<file path="src/irr_cfg.svh">
// Purpose: offsets, reset values, interrupt lines and codes for the routing registers
// Assumes: indexed access through an index/data port pair
// Notes:   definitions only
`ifndef IRR_CFG_SVH
`define IRR_CFG_SVH

// index numbers within the configuration index space
`define IRR_IDX_ROUTE_E      8'hD8
`define IRR_IDX_LOW_UPPER    8'hD9
`define IRR_IDX_HIGH_UPPER   8'hDA
`define IRR_IDX_ROUTE_A      8'hDB
`define IRR_IDX_ROUTE_B      8'hDC

// cursor address high/low registers in the display index space
`define IRR_CURSOR_HI_IDX    8'h0E
`define IRR_CURSOR_LO_IDX    8'h0F

// reset values
`define IRR_RST_REG          8'h00
`define IRR_RST_INDEX        8'h00

// interrupt controller inputs driven by this block
`define IRR_IRQ_SERIAL_A     3
`define IRR_IRQ_SERIAL_B     4
`define IRR_IRQ_PAR_A        5
`define IRR_IRQ_PAR_B        7
`define IRR_IRQ_CURSOR       9

// two-bit route codes
`define IRR_CODE2_OFF        2'h0
`define IRR_CODE2_FIRST      2'h1
`define IRR_CODE2_SECOND     2'h2
`define IRR_CODE2_THIRD      2'h3

// number of DMA request sources routed
`define IRR_DMA_SRCS         5

`endif

</file>
<file path="src/irr_pkg.sv">
// Purpose: shared types of the routing register block
// Assumes: nothing
// Notes:   field order is msb first
package irr_pkg;

  // interrupt route register E
  typedef struct packed {
    logic       cursorWriteIrqEnable;
    logic [1:0] serialIrRoute;
    logic [1:0] parallelIrqRoute;
    logic [2:0] spare;
  } irr_route_e_t;

  // DMA channel map register A
  typedef struct packed {
    logic [1:0] infraredDmaRoute;
    logic [2:0] pinPair1DmaRoute;
    logic [2:0] pinPair0DmaRoute;
  } irr_map_a_t;

  // DMA channel map register B
  typedef struct packed {
    logic [3:0] spare;
    logic [1:0] cardBDmaRoute;
    logic [1:0] cardADmaRoute;
  } irr_map_b_t;

  // one port access of the index/data pair
  typedef struct packed {
    logic       wr;
    logic       rd;
    logic       dataPort;
    logic [7:0] wrData;
  } irr_io_t;

endpackage

</file>
<file path="src/irr_dma_xbar.sv">
// Purpose: joins routed DMA sources onto the eight internal channels
// Assumes: each source carries a one-hot (or zero) channel mask
// Notes:   purely combinational, the parent registers the results
`timescale 1ns/1ps
`include "irr_cfg.svh"

module irr_dma_xbar
  import irr_pkg::*;
(
  input  wire logic [`IRR_DMA_SRCS-1:0][7:0] srcMask,
  input  wire logic [`IRR_DMA_SRCS-1:0]      srcReq,
  input  wire logic [7:0]                    chanAck,
  output logic      [7:0]                    chanReq,
  output logic      [`IRR_DMA_SRCS-1:0]      srcAck
);

  // requests OR onto a shared channel, each requesting source sees its channel acknowledge
  always_comb begin
    chanReq = 8'h00;
    for (int s = 0; s < `IRR_DMA_SRCS; s++) begin
      chanReq = chanReq | (srcMask[s] & {8{srcReq[s]}});
    end
  end

  // acknowledge back only to a requesting source, so shared channels do not
  // hand one source a cycle that another asked for
  genvar g;
  generate
    for (g = 0; g < `IRR_DMA_SRCS; g++) begin : gAck
      assign srcAck[g] = srcReq[g] & (|(srcMask[g] & chanAck));
    end
  endgenerate

endmodule

</file>
<file path="src/irr_route_regs.sv">
// Purpose: indexed registers routing interrupts and DMA pairs, plus upper address bits
// Assumes: sys_clk 50 MHz, all inputs synchronous, rst synchronous active high
// Notes:   index port and data port are selected by ioDataPort
// Behaviour
// - cursor writes raise line 9 when enabled
// - serial route code 01/10 picks input 3/4
// - serial or slow infrared uses serial causes
// - high speed infrared uses infrared causes only
// - channels 0-3 upper address bits, reset zero
// - channels 5-7 upper address bits, reset zero
// - infrared DMA route 01/10 picks channel 0/1
// - pin pair codes pick channels 0-3, 5-7
// - card A codes pick channel 3, 2, 5
`timescale 1ns/1ps
`include "irr_cfg.svh"

module irr_route_regs
  import irr_pkg::*;
(
  input  wire logic                       sys_clk,
  input  wire logic                       rst,
  input  wire logic                       ce,
  input  wire logic                       ioWr,
  input  wire logic                       ioRd,
  input  wire logic                       ioDataPort,
  input  wire logic [7:0]                 ioWrData,
  output logic      [7:0]                 ioRdData,
  input  wire logic                       cursorRegWr,
  input  wire logic [7:0]                 cursorRegIdx,
  input  wire logic                       uartIrq,
  input  wire logic                       irdaIrq,
  input  wire logic                       infraredSelect,
  input  wire logic                       highSpeedSelect,
  input  wire logic                       parallelPortIrq,
  output logic      [15:0]                irqOut,
  input  wire logic                       irdaDrq,
  input  wire logic [1:0]                 pinDmaRequest,
  input  wire logic [1:0]                 cardDrq,
  input  wire logic [7:0]                 dmaAck,
  output logic      [7:0]                 chanDrq,
  output logic                            irdaDack,
  output logic      [1:0]                 pinDmaAck,
  output logic      [1:0]                 cardDack,
  output logic      [7:0]                 lowChanUpperAddr,
  output logic      [7:0]                 highChanUpperAddr
);

  ////////////////////////////////////////////////////////////////////////////
  // decode functions

  // two-bit code to a one-hot channel mask with three given targets
  function automatic logic [7:0] irrDecode2(input logic [1:0] code,
                                            input logic [7:0] m1,
                                            input logic [7:0] m2,
                                            input logic [7:0] m3);
    case (code)
      `IRR_CODE2_FIRST:  irrDecode2 = m1;
      `IRR_CODE2_SECOND: irrDecode2 = m2;
      `IRR_CODE2_THIRD:  irrDecode2 = m3;
      default:           irrDecode2 = 8'h00;
    endcase
  endfunction

  // three-bit pin code: 000 off, 001-100 channels 0-3, 101-111 channels 5-7
  function automatic logic [7:0] irrDecodePin(input logic [2:0] code);
    irrDecodePin = (code == 3'h0) ? 8'h00 :
                   (code <= 3'h4) ? (8'h01 << (code - 3'h1)) : (8'h01 << code);
  endfunction

  ////////////////////////////////////////////////////////////////////////////
  // register state

  irr_io_t      io;
  logic [7:0]   index_q, index_d;
  irr_route_e_t routeE_q, routeE_d;
  irr_map_a_t   mapA_q, mapA_d;
  irr_map_b_t   mapB_q, mapB_d;
  logic [7:0]   lowUp_q, lowUp_d;
  logic [7:0]   highUp_q, highUp_d;
  logic [7:0]   rdData_q, rdData_d;
  logic         dataWr;

  assign io = '{wr: ioWr, rd: ioRd, dataPort: ioDataPort, wrData: ioWrData};
  assign dataWr = io.wr & io.dataPort;

  // next register values from index/data port writes
  always_comb begin
    index_d  = index_q;
    routeE_d = routeE_q;
    mapA_d   = mapA_q;
    mapB_d   = mapB_q;
    lowUp_d  = lowUp_q;
    highUp_d = highUp_q;
    rdData_d = rdData_q;
    if (io.wr && !io.dataPort) begin
      index_d = io.wrData;
    end
    if (dataWr) begin
      case (index_q)
        `IRR_IDX_ROUTE_E:    routeE_d = io.wrData;
        `IRR_IDX_LOW_UPPER:  lowUp_d  = io.wrData;
        `IRR_IDX_HIGH_UPPER: highUp_d = io.wrData;
        `IRR_IDX_ROUTE_A:    mapA_d   = io.wrData;
        `IRR_IDX_ROUTE_B:    mapB_d   = io.wrData;
        default: ;
      endcase
    end
    if (io.rd) begin
      if (!io.dataPort) begin
        rdData_d = index_q;
      end else begin
        case (index_q)
          `IRR_IDX_ROUTE_E:    rdData_d = routeE_q;
          `IRR_IDX_LOW_UPPER:  rdData_d = lowUp_q;
          `IRR_IDX_HIGH_UPPER: rdData_d = highUp_q;
          `IRR_IDX_ROUTE_A:    rdData_d = mapA_q;
          `IRR_IDX_ROUTE_B:    rdData_d = mapB_q;
          default:             rdData_d = 8'h00;
        endcase
      end
    end
  end

  // register stage, frozen while ce is low
  always_ff @(posedge sys_clk) begin
    if (rst) begin
      index_q  <= `IRR_RST_INDEX;
      routeE_q <= `IRR_RST_REG;
      mapA_q   <= `IRR_RST_REG;
      mapB_q   <= `IRR_RST_REG;
      lowUp_q  <= `IRR_RST_REG;
      highUp_q <= `IRR_RST_REG;
      rdData_q <= `IRR_RST_REG;
    end else if (ce) begin
      index_q  <= index_d;
      routeE_q <= routeE_d;
      mapA_q   <= mapA_d;
      mapB_q   <= mapB_d;
      lowUp_q  <= lowUp_d;
      highUp_q <= highUp_d;
      rdData_q <= rdData_d;
    end
  end

  assign ioRdData          = rdData_q;
  assign lowChanUpperAddr  = lowUp_q;
  assign highChanUpperAddr = highUp_q;

  ////////////////////////////////////////////////////////////////////////////
  // interrupt routing

  logic [15:0] irq_q, irq_d;
  logic        serialSrc;
  logic        cursorHit;

  // serial causes unless high speed infrared
  // infrared causes in high speed mode
  assign serialSrc = (infraredSelect && highSpeedSelect) ? irdaIrq : uartIrq;
  assign cursorHit = cursorRegWr && (cursorRegIdx == `IRR_CURSOR_HI_IDX ||
                                     cursorRegIdx == `IRR_CURSOR_LO_IDX);

  always_comb begin
    irq_d = 16'h0000;
    if (routeE_q.serialIrRoute == `IRR_CODE2_FIRST)
      irq_d[`IRR_IRQ_SERIAL_A] = serialSrc;
    if (routeE_q.serialIrRoute == `IRR_CODE2_SECOND)
      irq_d[`IRR_IRQ_SERIAL_B] = serialSrc;
    if (routeE_q.parallelIrqRoute == `IRR_CODE2_FIRST)
      irq_d[`IRR_IRQ_PAR_A] = parallelPortIrq;
    if (routeE_q.parallelIrqRoute == `IRR_CODE2_SECOND)
      irq_d[`IRR_IRQ_PAR_B] = parallelPortIrq;
    irq_d[`IRR_IRQ_CURSOR] = routeE_q.cursorWriteIrqEnable & cursorHit;
  end

  // interrupt output register
  always_ff @(posedge sys_clk) begin
    if (rst) begin
      irq_q <= 16'h0000;
    end else if (ce) begin
      irq_q <= irq_d;
    end
  end

  assign irqOut = irq_q;

  ////////////////////////////////////////////////////////////////////////////
  // DMA routing

  logic [`IRR_DMA_SRCS-1:0][7:0] srcMask;
  logic [`IRR_DMA_SRCS-1:0]      srcReq;
  logic [`IRR_DMA_SRCS-1:0]      srcAck;
  logic [7:0]                    chanReq;
  logic [7:0]                    chanDrq_q;
  logic [`IRR_DMA_SRCS-1:0]      srcAck_q;

  // infrared to channel 0 or 1
  // pin pairs to byte or word channels
  // card A to channel 3, 2 or 5
  always_comb begin
    srcMask[0] = irrDecode2(mapA_q.infraredDmaRoute, 8'h01, 8'h02, 8'h00);
    srcMask[1] = irrDecodePin(mapA_q.pinPair0DmaRoute);
    srcMask[2] = irrDecodePin(mapA_q.pinPair1DmaRoute);
    srcMask[3] = irrDecode2(mapB_q.cardADmaRoute, 8'h08, 8'h04, 8'h20);
    srcMask[4] = irrDecode2(mapB_q.cardBDmaRoute, 8'h08, 8'h04, 8'h20);
  end

  assign srcReq = {cardDrq[1], cardDrq[0], pinDmaRequest[1], pinDmaRequest[0], irdaDrq};

  irr_dma_xbar irr_dma_xbar_inst (
    .srcMask (srcMask),
    .srcReq  (srcReq),
    .chanAck (dmaAck),
    .chanReq (chanReq),
    .srcAck  (srcAck)
  );

  // DMA output register
  always_ff @(posedge sys_clk) begin
    if (rst) begin
      chanDrq_q <= 8'h00;
      srcAck_q  <= '0;
    end else if (ce) begin
      chanDrq_q <= chanReq;
      srcAck_q  <= srcAck;
    end
  end

  assign chanDrq   = chanDrq_q;
  assign irdaDack  = srcAck_q[0];
  assign pinDmaAck = srcAck_q[2:1];
  assign cardDack  = srcAck_q[4:3];
endmodule

</file>
<file path="config.mk">
export PLATFORM = sky130hd
export DESIGN_NAME = irr_route_regs
export DESIGN_NICKNAME = d
export VERILOG_FILES = /design/src/irr_pkg.sv /design/src/irr_dma_xbar.sv /design/src/irr_route_regs.sv
export VERILOG_INCLUDE_DIRS = /design/src
export SDC_FILE = /design/constraint.sdc
export NUM_CORES = 1
export LEC_CHECK = 0
export ABC_CLOCK_PERIOD_IN_PS = 2600
export BUFFER_PORTS_ARGS = -buffer_cell sky130_fd_sc_hd__clkbuf_2
export CORE_AREA = 3 3 92 94
export DETAILED_ROUTE_END_ITERATION = 8
export DIE_AREA = 0 0 95 97
export GPL_ROUTABILITY_DRIVEN = 0
export PLACE_DENSITY = 0.82
export SYNTH_ARGS = -nofsm -noshare
export SYNTH_HDL_FRONTEND = slang
export SYNTH_HIERARCHICAL = 1
export SYNTH_SLANG_ARGS = --single-unit
export TNS_END_PERCENT = 30
</file>
<file path="constraint.sdc">
create_clock -name sys_clk -period 2.6 [get_ports sys_clk]
set_input_delay 0.39 -clock sys_clk [delete_from_list [all_inputs] [get_ports sys_clk]]
set_output_delay 0.39 -clock sys_clk [all_outputs]
set_load 0.05 [all_outputs]
</file>
==> metrics.md, run 1 <==
| Metric | Value |
|---|---|
| Endpoints failing setup | `0` |
| Clock insertion delay at the later pin of the skew report | `0.35 ns` |
| Met3 wire length | `994 um` |
| Wire per inst | `16.6 um` |
| Internal power | `0.00181 W` |
| WHS Endpoint | `irqOut[9]$_SDFFE_PP0P_` |
| IO Count | `94` |
| Clk_skew | `0.00795 ns` |
| Remaining DRCs | `0` |
| Cell depth of the worst flop-to-flop path | `11` |
| Cell area power density | `508 nW/um2` |
| Clk sinks | `74` |
| R2R Path Start | `mapA_q[0]$_SDFFE_PP0P_` |
| Initial Utilization | `0.544` |
| Row cnt | `32` |
| Vias in the first global route | `3669` |
| Gr usage total | `0.244` |
| Final Cycle Share | `0.894` |
| Worst Max-Slew Pin Slew | `0.790 ns` |
| PortBufs | `81` |
| DP HPWL | `8360 um` |
| Crit path launch type | `flop` |
| Seq/Total Area, Yosys | `0.353` |
| Post-synthesis async set-or-reset flop share | `0` |
| Avg Inst Size Synth | `9.23 um2` |
| CP max stage delay | `0.47 ns` |
| Kind of end point of the critical path | `flop` |
| Pin count of the biggest net entering global routing | `26` |
| CP Data Arrival Time | `2.57 ns` |
| Status | `finished clean` |
| Number of enable flip-flop cells after synthesis | `0` |
| Via density | `5.83` |
| Hold Path Depth | `3` |
| Post-synth top flop | `dfxtp_1` |
| Sw Share | `0.269` |
| Netlist Area Pre-Place | `4200 um2` |
| Clk pwr share | `0.400` |
| Top routing layer in use | `met4` |
| Crit Path Category | `reg2reg` |
| Cell Chain, Critical Path | `inv_1, ha_1, inv_1, ha_1, and3b_1, a31oi_1, nor3_1, a22oi_1, nand2_1, mux2i_1, nor2_1` |
| Drt first pass iters | `5` |
| Hold Fails Final Rpt | `0` |
| Fin crit period | `2.32 ns` |
| RR Endpoint | `chanDrq[4]$_SDFFE_PP0P_` |
| Setup TNS | `0 ns` |
| Clock buffers created by TritonCTS | `9` |
| Reg-to-reg setup timing slack | `0.28 ns` |
| Vias | `3844` |
| Peak Freq | `430 MHz` |
| Relative slew margins | `0.473` |
| Register clock-pin slew on the reported worst setup and hold paths | `0.08 ns` |
| Worst vdd ir | `0.000412 V` |
| Die H | `97 um` |
| CP required | `2.84 ns` |
| Routed wl met2 | `5210 um` |
| Area Growth Syn to Fin | `15.8%` |
| # nets final | `599` |
| Fraction of layout cells with a size suffix above 1 | `0.214` |
| First-pass GRT wire length | `17800 um` |
| CTS Buffer Depth | `2` |
| 1st-iter DRT viols | `256` |
| Post-DRT Antenna Nets | `0` |
| H-tree depth | `3` |
| Yosys warns | `6` |
| Antenna violations before repair | `0` |
| Worst setup margin | `0.276 ns` |
| Static Leak | `2.35 nW` |
| RSZ-0062 raised after global routing | `no` |
| Hold Startpoint | `cursorRegWr` |
| Max Slew Vio Count | `0` |
| GRT overflow | `0` |
| # hold bufs at CTS | `0` |
| Core area | `7730 um2` |
| Post-Syn Instances | `455` |
| WL final | `10900 um` |
| Seq pwr share | `0.474` |
| Peak fanout along the critical path | `9` |
| Root Driver | `clkbuf_8` |
| FF+latch count, synth | `74` |
| NetSw | `0.000666 W` |
| # diodes | `0` |
| CTS tree | `done` |
| DIE AREA | `9220 um2` |
| Synth cell types | `46` |
| Slowest-stage cell, CP | `dfxtp_1` |
| Die Wd | `95 um` |
| Logic pwr share | `0.126` |
| Met1 wire length | `4480 um` |
| Hold Crit Class | `in2reg` |
| Max cap viols | `0` |
| Worst slack at placement | `0.312 ns` |
-- logic make-up (layout without fill, tap and decap cells) --
logic type               Yosys count  in the layout  share of synthesized area
AO/OA/AOI/OAI                    100            100                      0.187
adder cells (fa/ha/maj)            6              6                     0.0179
buffers and inverters             58            118                     0.0810
flip-flops                        74             74                      0.353
multiplexers                      72             72                      0.173
other                              1             43                   0.000893
AND/OR/NAND/NOR                  144            144                      0.187
-- flip-flops by register name, indices dropped and copies added, names as in the netlist --
| register | count |
|---|---|
| srcAck_q | 5 |
| index_q | 8 |
| ioRdData | 8 |
| irqOut | 5 |
| lowChanUpperAddr | 8 |
| chanDrq | 8 |
| mapA_q | 8 |
| routeE_q | 8 |
| mapB_q | 8 |
| highChanUpperAddr | 8 |
-- cell usage in the layout, fill, tap and decap left out, drive strengths merged, types with 4 or more instances in the layout --
cell type | netlist | layout
nor3 | 8 | 8
mux2i | 66 | 66
nand2 | 59 | 59
a21oi | 16 | 16
conb | 1 | 43
a31oi | 4 | 4
inv | 16 | 16
and3b | 4 | 4
nor2b | 6 | 6
clkbuf | 9 | 92
a222oi | 8 | 8
nor3b | 4 | 4
a221oi | 7 | 7
a211o | 5 | 5
a21boi | 6 | 6
mux2 | 6 | 6
a41oi | 5 | 5
o211a | 8 | 8
ha | 6 | 6
nand2b | 5 | 5
a22oi | 29 | 29
buf | 32 | 4
nor2 | 33 | 33
and2 | 4 | 4
dfxtp | 74 | 74
a211oi | 8 | 8
-- critical path: cells and delay by family, from the launching register on --
family / cells / cell delay [ns]
AND/OR/NAND/NOR: 4 / 0.46
flip-flops: 1 / 0.47
adder cells (fa/ha/maj): 2 / 0.48
multiplexers: 1 / 0.13
buffers and inverters: 2 / 0.19
AO/OA/AOI/OAI: 2 / 0.48
-- synthesized netlist by cell type (3+ instances only) --
master     n  share of area
nor3_1     8         0.0095
nand4b_1   3         0.0063
a211oi_1   6          0.011
a22oi_1   29          0.052
a31oi_1    4         0.0060
o211a_1    8          0.019
and3_1     3         0.0045
and3b_1    4         0.0083
ha_1       6          0.018
buf_4     13          0.023
a211o_1    5          0.010
a221oi_1   7          0.015
dfxtp_1   74           0.35
nor2b_1    6         0.0089
a21boi_0   6          0.011
a21oi_1   16          0.019
mux2_2     6          0.016
a222oi_1   8          0.019
nand2_1   59          0.053
nand2b_1   5         0.0074
nand3b_1   3         0.0054
buf_2     11          0.013
mux2i_1   66           0.16
clkbuf_1   9         0.0080
and2_1     4         0.0060
inv_1     16          0.014
a41oi_1    5          0.010
buf_6      8          0.021
nor2_1    33          0.029
-- worst max path at each step --
stage / slack [ns] / start / to / cells after the start
floorplan: 0.52 / mapA_q[0]$_SDFFE_PP0P_ / srcAck_q[1]$_SDFFE_PP0P_ / 12
global placement: 0.46 / mapA_q[0]$_SDFFE_PP0P_ / srcAck_q[1]$_SDFFE_PP0P_ / 11
detailed placement: 0.31 / mapA_q[3]$_SDFFE_PP0P_ / srcAck_q[2]$_SDFFE_PP0P_ / 11
CTS: 0.30 / mapA_q[3]$_SDFFE_PP0P_ / srcAck_q[2]$_SDFFE_PP0P_ / 11
global route: 0.02 / mapA_q[0]$_SDFFE_PP0P_ / srcAck_q[1]$_SDFFE_PP0P_ / 11
finish: 0.28 / mapA_q[0]$_SDFFE_PP0P_ / chanDrq[4]$_SDFFE_PP0P_ / 11
-- layer usage --
metal,vias to the layer above,global-route usage
li1,1812,-
met1,1800,0.318
met2,202,0.393
met3,30,0.0591
met4,0,0.0777
met5,-,0
-- power by group through the flow --
| stage | Clock [W] | Combinational, W | Sequential (W) |
|---|---|---|---|
| after floorplan | 0 | 0.000197 | 0.00124 |
| after global placement | 0 | 0.000302 | 0.00120 |
| after detailed placement | 0 | 0.000307 | 0.00120 |
| after CTS | 0.00101 | 0.000308 | 0.00117 |
| after global routing | 0.00106 | 0.000336 | 0.00118 |
| final | 0.000989 | 0.000311 | 0.00117 |
-- what timing repair did --
item / in CTS / in global routing
endpoints found under the setup margin: 0 / 1
setup buffers: 0 / 0
resized for setup: 0 / 1
endpoints found under the hold margin: 0 / 0
-- cell type report --
class | count | area, um2
Multi-Input combinational cell | 365 | 2540
Fill cell | 661 | 2860
Timing Repair Buffer | 85 | 435
Sequential cell | 74 | 1480
Inverter | 17 | 63.8
Clock inverter | 5 | 77.6
Clock buffer | 11 | 141
Tap cell | 102 | 128
-- metrics by stage --
stage / util / total power (W) / hold WS [ns] / cells / area (um2)
floorplan: - / 0.00144 / 0.432 / 497 / 4360
global placement: 0.601 / 0.00150 / 0.443 / 643 / 4650
detailed placement: 0.601 / 0.00150 / 0.453 / 643 / 4650
CTS: 0.630 / 0.00249 / 0.282 / 659 / 4860
global route: 0.630 / 0.00257 / 0.287 / 659 / 4870
finish: 0.630 / 0.00247 / 0.294 / 659 / 4870
Power figures use the tool's default switching activity.
==> inputs of run 2 (changes only) <==
--- a/config.mk
+++ b/config.mk
@@ -6,6 +6,7 @@
 export SDC_FILE = /design/constraint.sdc
 export NUM_CORES = 1
 export LEC_CHECK = 0
+export ABC_AREA = 1
 export ABC_CLOCK_PERIOD_IN_PS = 2600
 export BUFFER_PORTS_ARGS = -buffer_cell sky130_fd_sc_hd__clkbuf_2
 export CORE_AREA = 3 3 92 94
==> metrics.md, run 2 <==
| Metric | Value |
|---|---|
| Status | `finished clean` |
| H-tree depth | `3 (unchanged)` |
| RR Endpoint | `srcAck_q[2]$_SDFFE_PP0P_` |
| Register clock-pin slew on the reported worst setup and hold paths | `0.09 ns (about the same)` |
| GRT overflow | `0 (unchanged)` |
| Endpoints failing setup | `0 (unchanged)` |
| Met3 wire length | `771 um (-22%)` |
| Die Wd | `95 um (unchanged)` |
| Seq/Total Area, Yosys | `0.354 (+0.00105)` |
| Gr usage total | `0.243 (-0.000717)` |
| Final Cycle Share | `0.812 (-0.0821)` |
| CTS tree | `done` |
| Peak fanout along the critical path | `4 (-5)` |
| Top routing layer in use | `met4` |
| Root Driver | `clkbuf_8` |
| PortBufs | `81 (unchanged)` |
| Peak Freq | `474 MHz (+10%)` |
| # hold bufs at CTS | `0 (unchanged)` |
| Die H | `97 um (unchanged)` |
| Number of enable flip-flop cells after synthesis | `0 (unchanged)` |
| Post-synth top flop | `dfxtp_1` |
| Relative slew margins | `0.520 (+0.0471)` |
| Max Slew Vio Count | `0 (unchanged)` |
| Post-synthesis async set-or-reset flop share | `0 (unchanged)` |
| Worst Max-Slew Pin Slew | `0.719 ns (-0.0704 ns)` |
| RSZ-0062 raised after global routing | `no` |
| Most frequent cell after synthesis | `nand2_1` |
| Worst setup margin | `0.489 ns (+0.214 ns)` |
| Most frequent cells in the layout | `167 x nand2_1, 82 x a21oi_1, 81 x clkbuf_2` |
| Synth cell types | `27 (-41%)` |
| Hold Fails Final Rpt | `0 (unchanged)` |
| R2R Path Start | `mapA_q[3]$_SDFFE_PP0P_` |
| Cell accounting for the most synthesized area | `dfxtp_1` |
| Hold Startpoint | `parallelPortIrq` |
| Kind of end point of the critical path | `flop` |
| Reg-to-reg setup timing slack | `0.49 ns (+0.21 ns)` |
| DP HPWL | `8100 um (-3.1%)` |
| Clock buffers created by TritonCTS | `9 (unchanged)` |
| Routed wl met2 | `5040 um (-3.2%)` |
| Clock insertion delay at the later pin of the skew report | `0.37 ns (+0.02 ns)` |
| Pin count of the biggest net entering global routing | `49 (+88%)` |
| Remaining DRCs | `0 (unchanged)` |
| Static Leak | `2.34 nW (-0.80%)` |
| Placed cells | `843 (+31%)` |
| Wire per inst | `12.5 um (-25%)` |
| Top post-synthesis cells by area | `dfxtp_1 35%, nand2_1 15%, a21oi_1 9.8%` |
| WL final | `10800 um (-1.6%)` |
| # diodes | `0 (unchanged)` |
| CP required | `2.90 ns (+0.06 ns)` |
| Synth top area share | `0.354 (+0.00105)` |
| Fin crit period | `2.11 ns (-0.214 ns)` |
| Hold Crit Class | `in2reg` |
| WHS Endpoint | `irqOut[5]$_SDFFE_PP0P_` |
| Cell area power density | `506 nW/um2 (-0.41%)` |
| Vias in the first global route | `3916 (+6.7%)` |
| Cell depth of the worst flop-to-flop path | `11 (unchanged)` |
| FF+latch count, synth | `74 (unchanged)` |
| Clk sinks | `74 (unchanged)` |
| Yosys warns | `6 (unchanged)` |
| Avg Inst Size Synth | `6.42 um2 (-31%)` |
| Worst Setup SP | `mapA_q[3]$_SDFFE_PP0P_` |
| Met1 wire length | `4660 um (+4.1%)` |
| Crit Path Category | `reg2reg` |
| Row cnt | `32 (unchanged)` |
| 1st-iter DRT viols | `317 (+24%)` |
| Vias | `4269 (+11%)` |
| Antenna violations before repair | `0 (unchanged)` |
| Worst vdd ir | `0.000418 V (+1.3%)` |
| Layout Cells excl Fill | `859 (+30%)` |
| Hold Path Depth | `3 (unchanged)` |
| Most common cell after layout, fill and taps aside | `nand2_1` |
| Drt first pass iters | `6 (+1)` |
| First-pass GRT wire length | `18000 um (+0.77%)` |
| Post-CTS setup buffers | `0 (unchanged)` |
| Crit path launch type | `flop` |
| Post-DRT Antenna Nets | `0 (unchanged)` |
| Core area | `7730 um2 (unchanged)` |
| Clk_skew | `0.0138 ns (+0.00584 ns)` |
| WHS | `0.294 ns (-0.0000690 ns)` |
| CP Data Arrival Time | `2.42 ns (-0.15 ns)` |
| Via density | `4.97 (-15%)` |
| Initial Utilization | `0.542 (-0.00162)` |
| # nets final | `799 (+33%)` |
| Synth cell count leaders | `167 x nand2_1, 82 x a21oi_1, 75 x inv_1` |
| DIE AREA | `9220 um2 (unchanged)` |
| Netlist Area Pre-Place | `4190 um2 (-0.30%)` |
| Worst slack at placement | `0.507 ns (+0.195 ns)` |
| Post-CTS sizing | `0 (unchanged)` |
| Area Growth Syn to Fin | `16.2%` |
| CTS Buffer Depth | `2 (unchanged)` |
| Fraction of layout cells with a size suffix above 1 | `0.156 (-0.0578)` |
| Setup TNS | `0 ns (unchanged)` |
| IO Count | `94 (unchanged)` |
| Max cap viols | `0 (unchanged)` |
| Post-Syn Instances | `653 (+44%)` |
run 2: report_power, final:
group	switching [W]	internal, W	leakage [nW]
clock	0.000485	0.000463	0.104
combinational	0.000258	0.0000847	1.63
sequential	0.0000145	0.00116	0.601
run 2: area by class of cell:
class                      instances  area [um2]
fill                             725        2860
multi-input combinational        506        2320
sequential                        74        1480
timing repair buffer              84         440
inverter                          77         289
tap                              102         128
clock buffer                       9         124
clock inverter                     7        86.3
run 2: worst max path at each step:
stage | end | slack, ns | cells after the start
after floorplan | srcAck_q[1]$_SDFFE_PP0P_ | 0.80 | 11
after global placement | srcAck_q[2]$_SDFFE_PP0P_ | 0.56 | 11
after detailed placement | srcAck_q[2]$_SDFFE_PP0P_ | 0.51 | 11
after CTS | srcAck_q[2]$_SDFFE_PP0P_ | 0.49 | 11
after global routing | srcAck_q[2]$_SDFFE_PP0P_ | 0.28 | 13
final | srcAck_q[2]$_SDFFE_PP0P_ | 0.49 | 11
run 2: critical path: stages (launching register included):
cell     delay (ns)
dfxtp_1        0.40
inv_1          0.08
ha_1           0.21
ha_1           0.29
or2_2          0.34
nor2_1         0.18
nand2_1        0.07
nand2_1        0.07
nor2_1         0.04
a21oi_1        0.22
nor2_1         0.08
nor2_1         0.10
run 2: metal layers:
metal  vias to the layer above  track usage
met3                        26       0.0373
met5                         -            0
met1                      1850        0.316
met2                       156        0.398
li1                       2237            -
met4                         0       0.0988
run 2: per-stage QoR:
step | area (um2) | power (W) | utilization
5_1_grt | 4870 | 0.00256 | 0.630
3_3_place_gp | 4660 | 0.00153 | 0.603
3_5_place_dp | 4660 | 0.00154 | 0.603
4_1_cts | 4870 | 0.00247 | 0.630
6_report | 4870 | 0.00246 | 0.630
2_1_floorplan | 4350 | 0.00146 | -
run 2: cells by family (layout without fill, tap and decap cells):
logic type / count (synthesis) / after routing / synth area share
AOI/OAI and AO/OA: 156 / 156 / 0.187
xor gates and xnor gates: 2 / 2 / 0.00418
adders and majority gates: 6 / 6 / 0.0179
buffers and inverters: 115 / 177 / 0.131
DFF: 74 / 74 / 0.354
other: 1 / 43 / 0.000895
and+or+nand+nor: 299 / 299 / 0.306
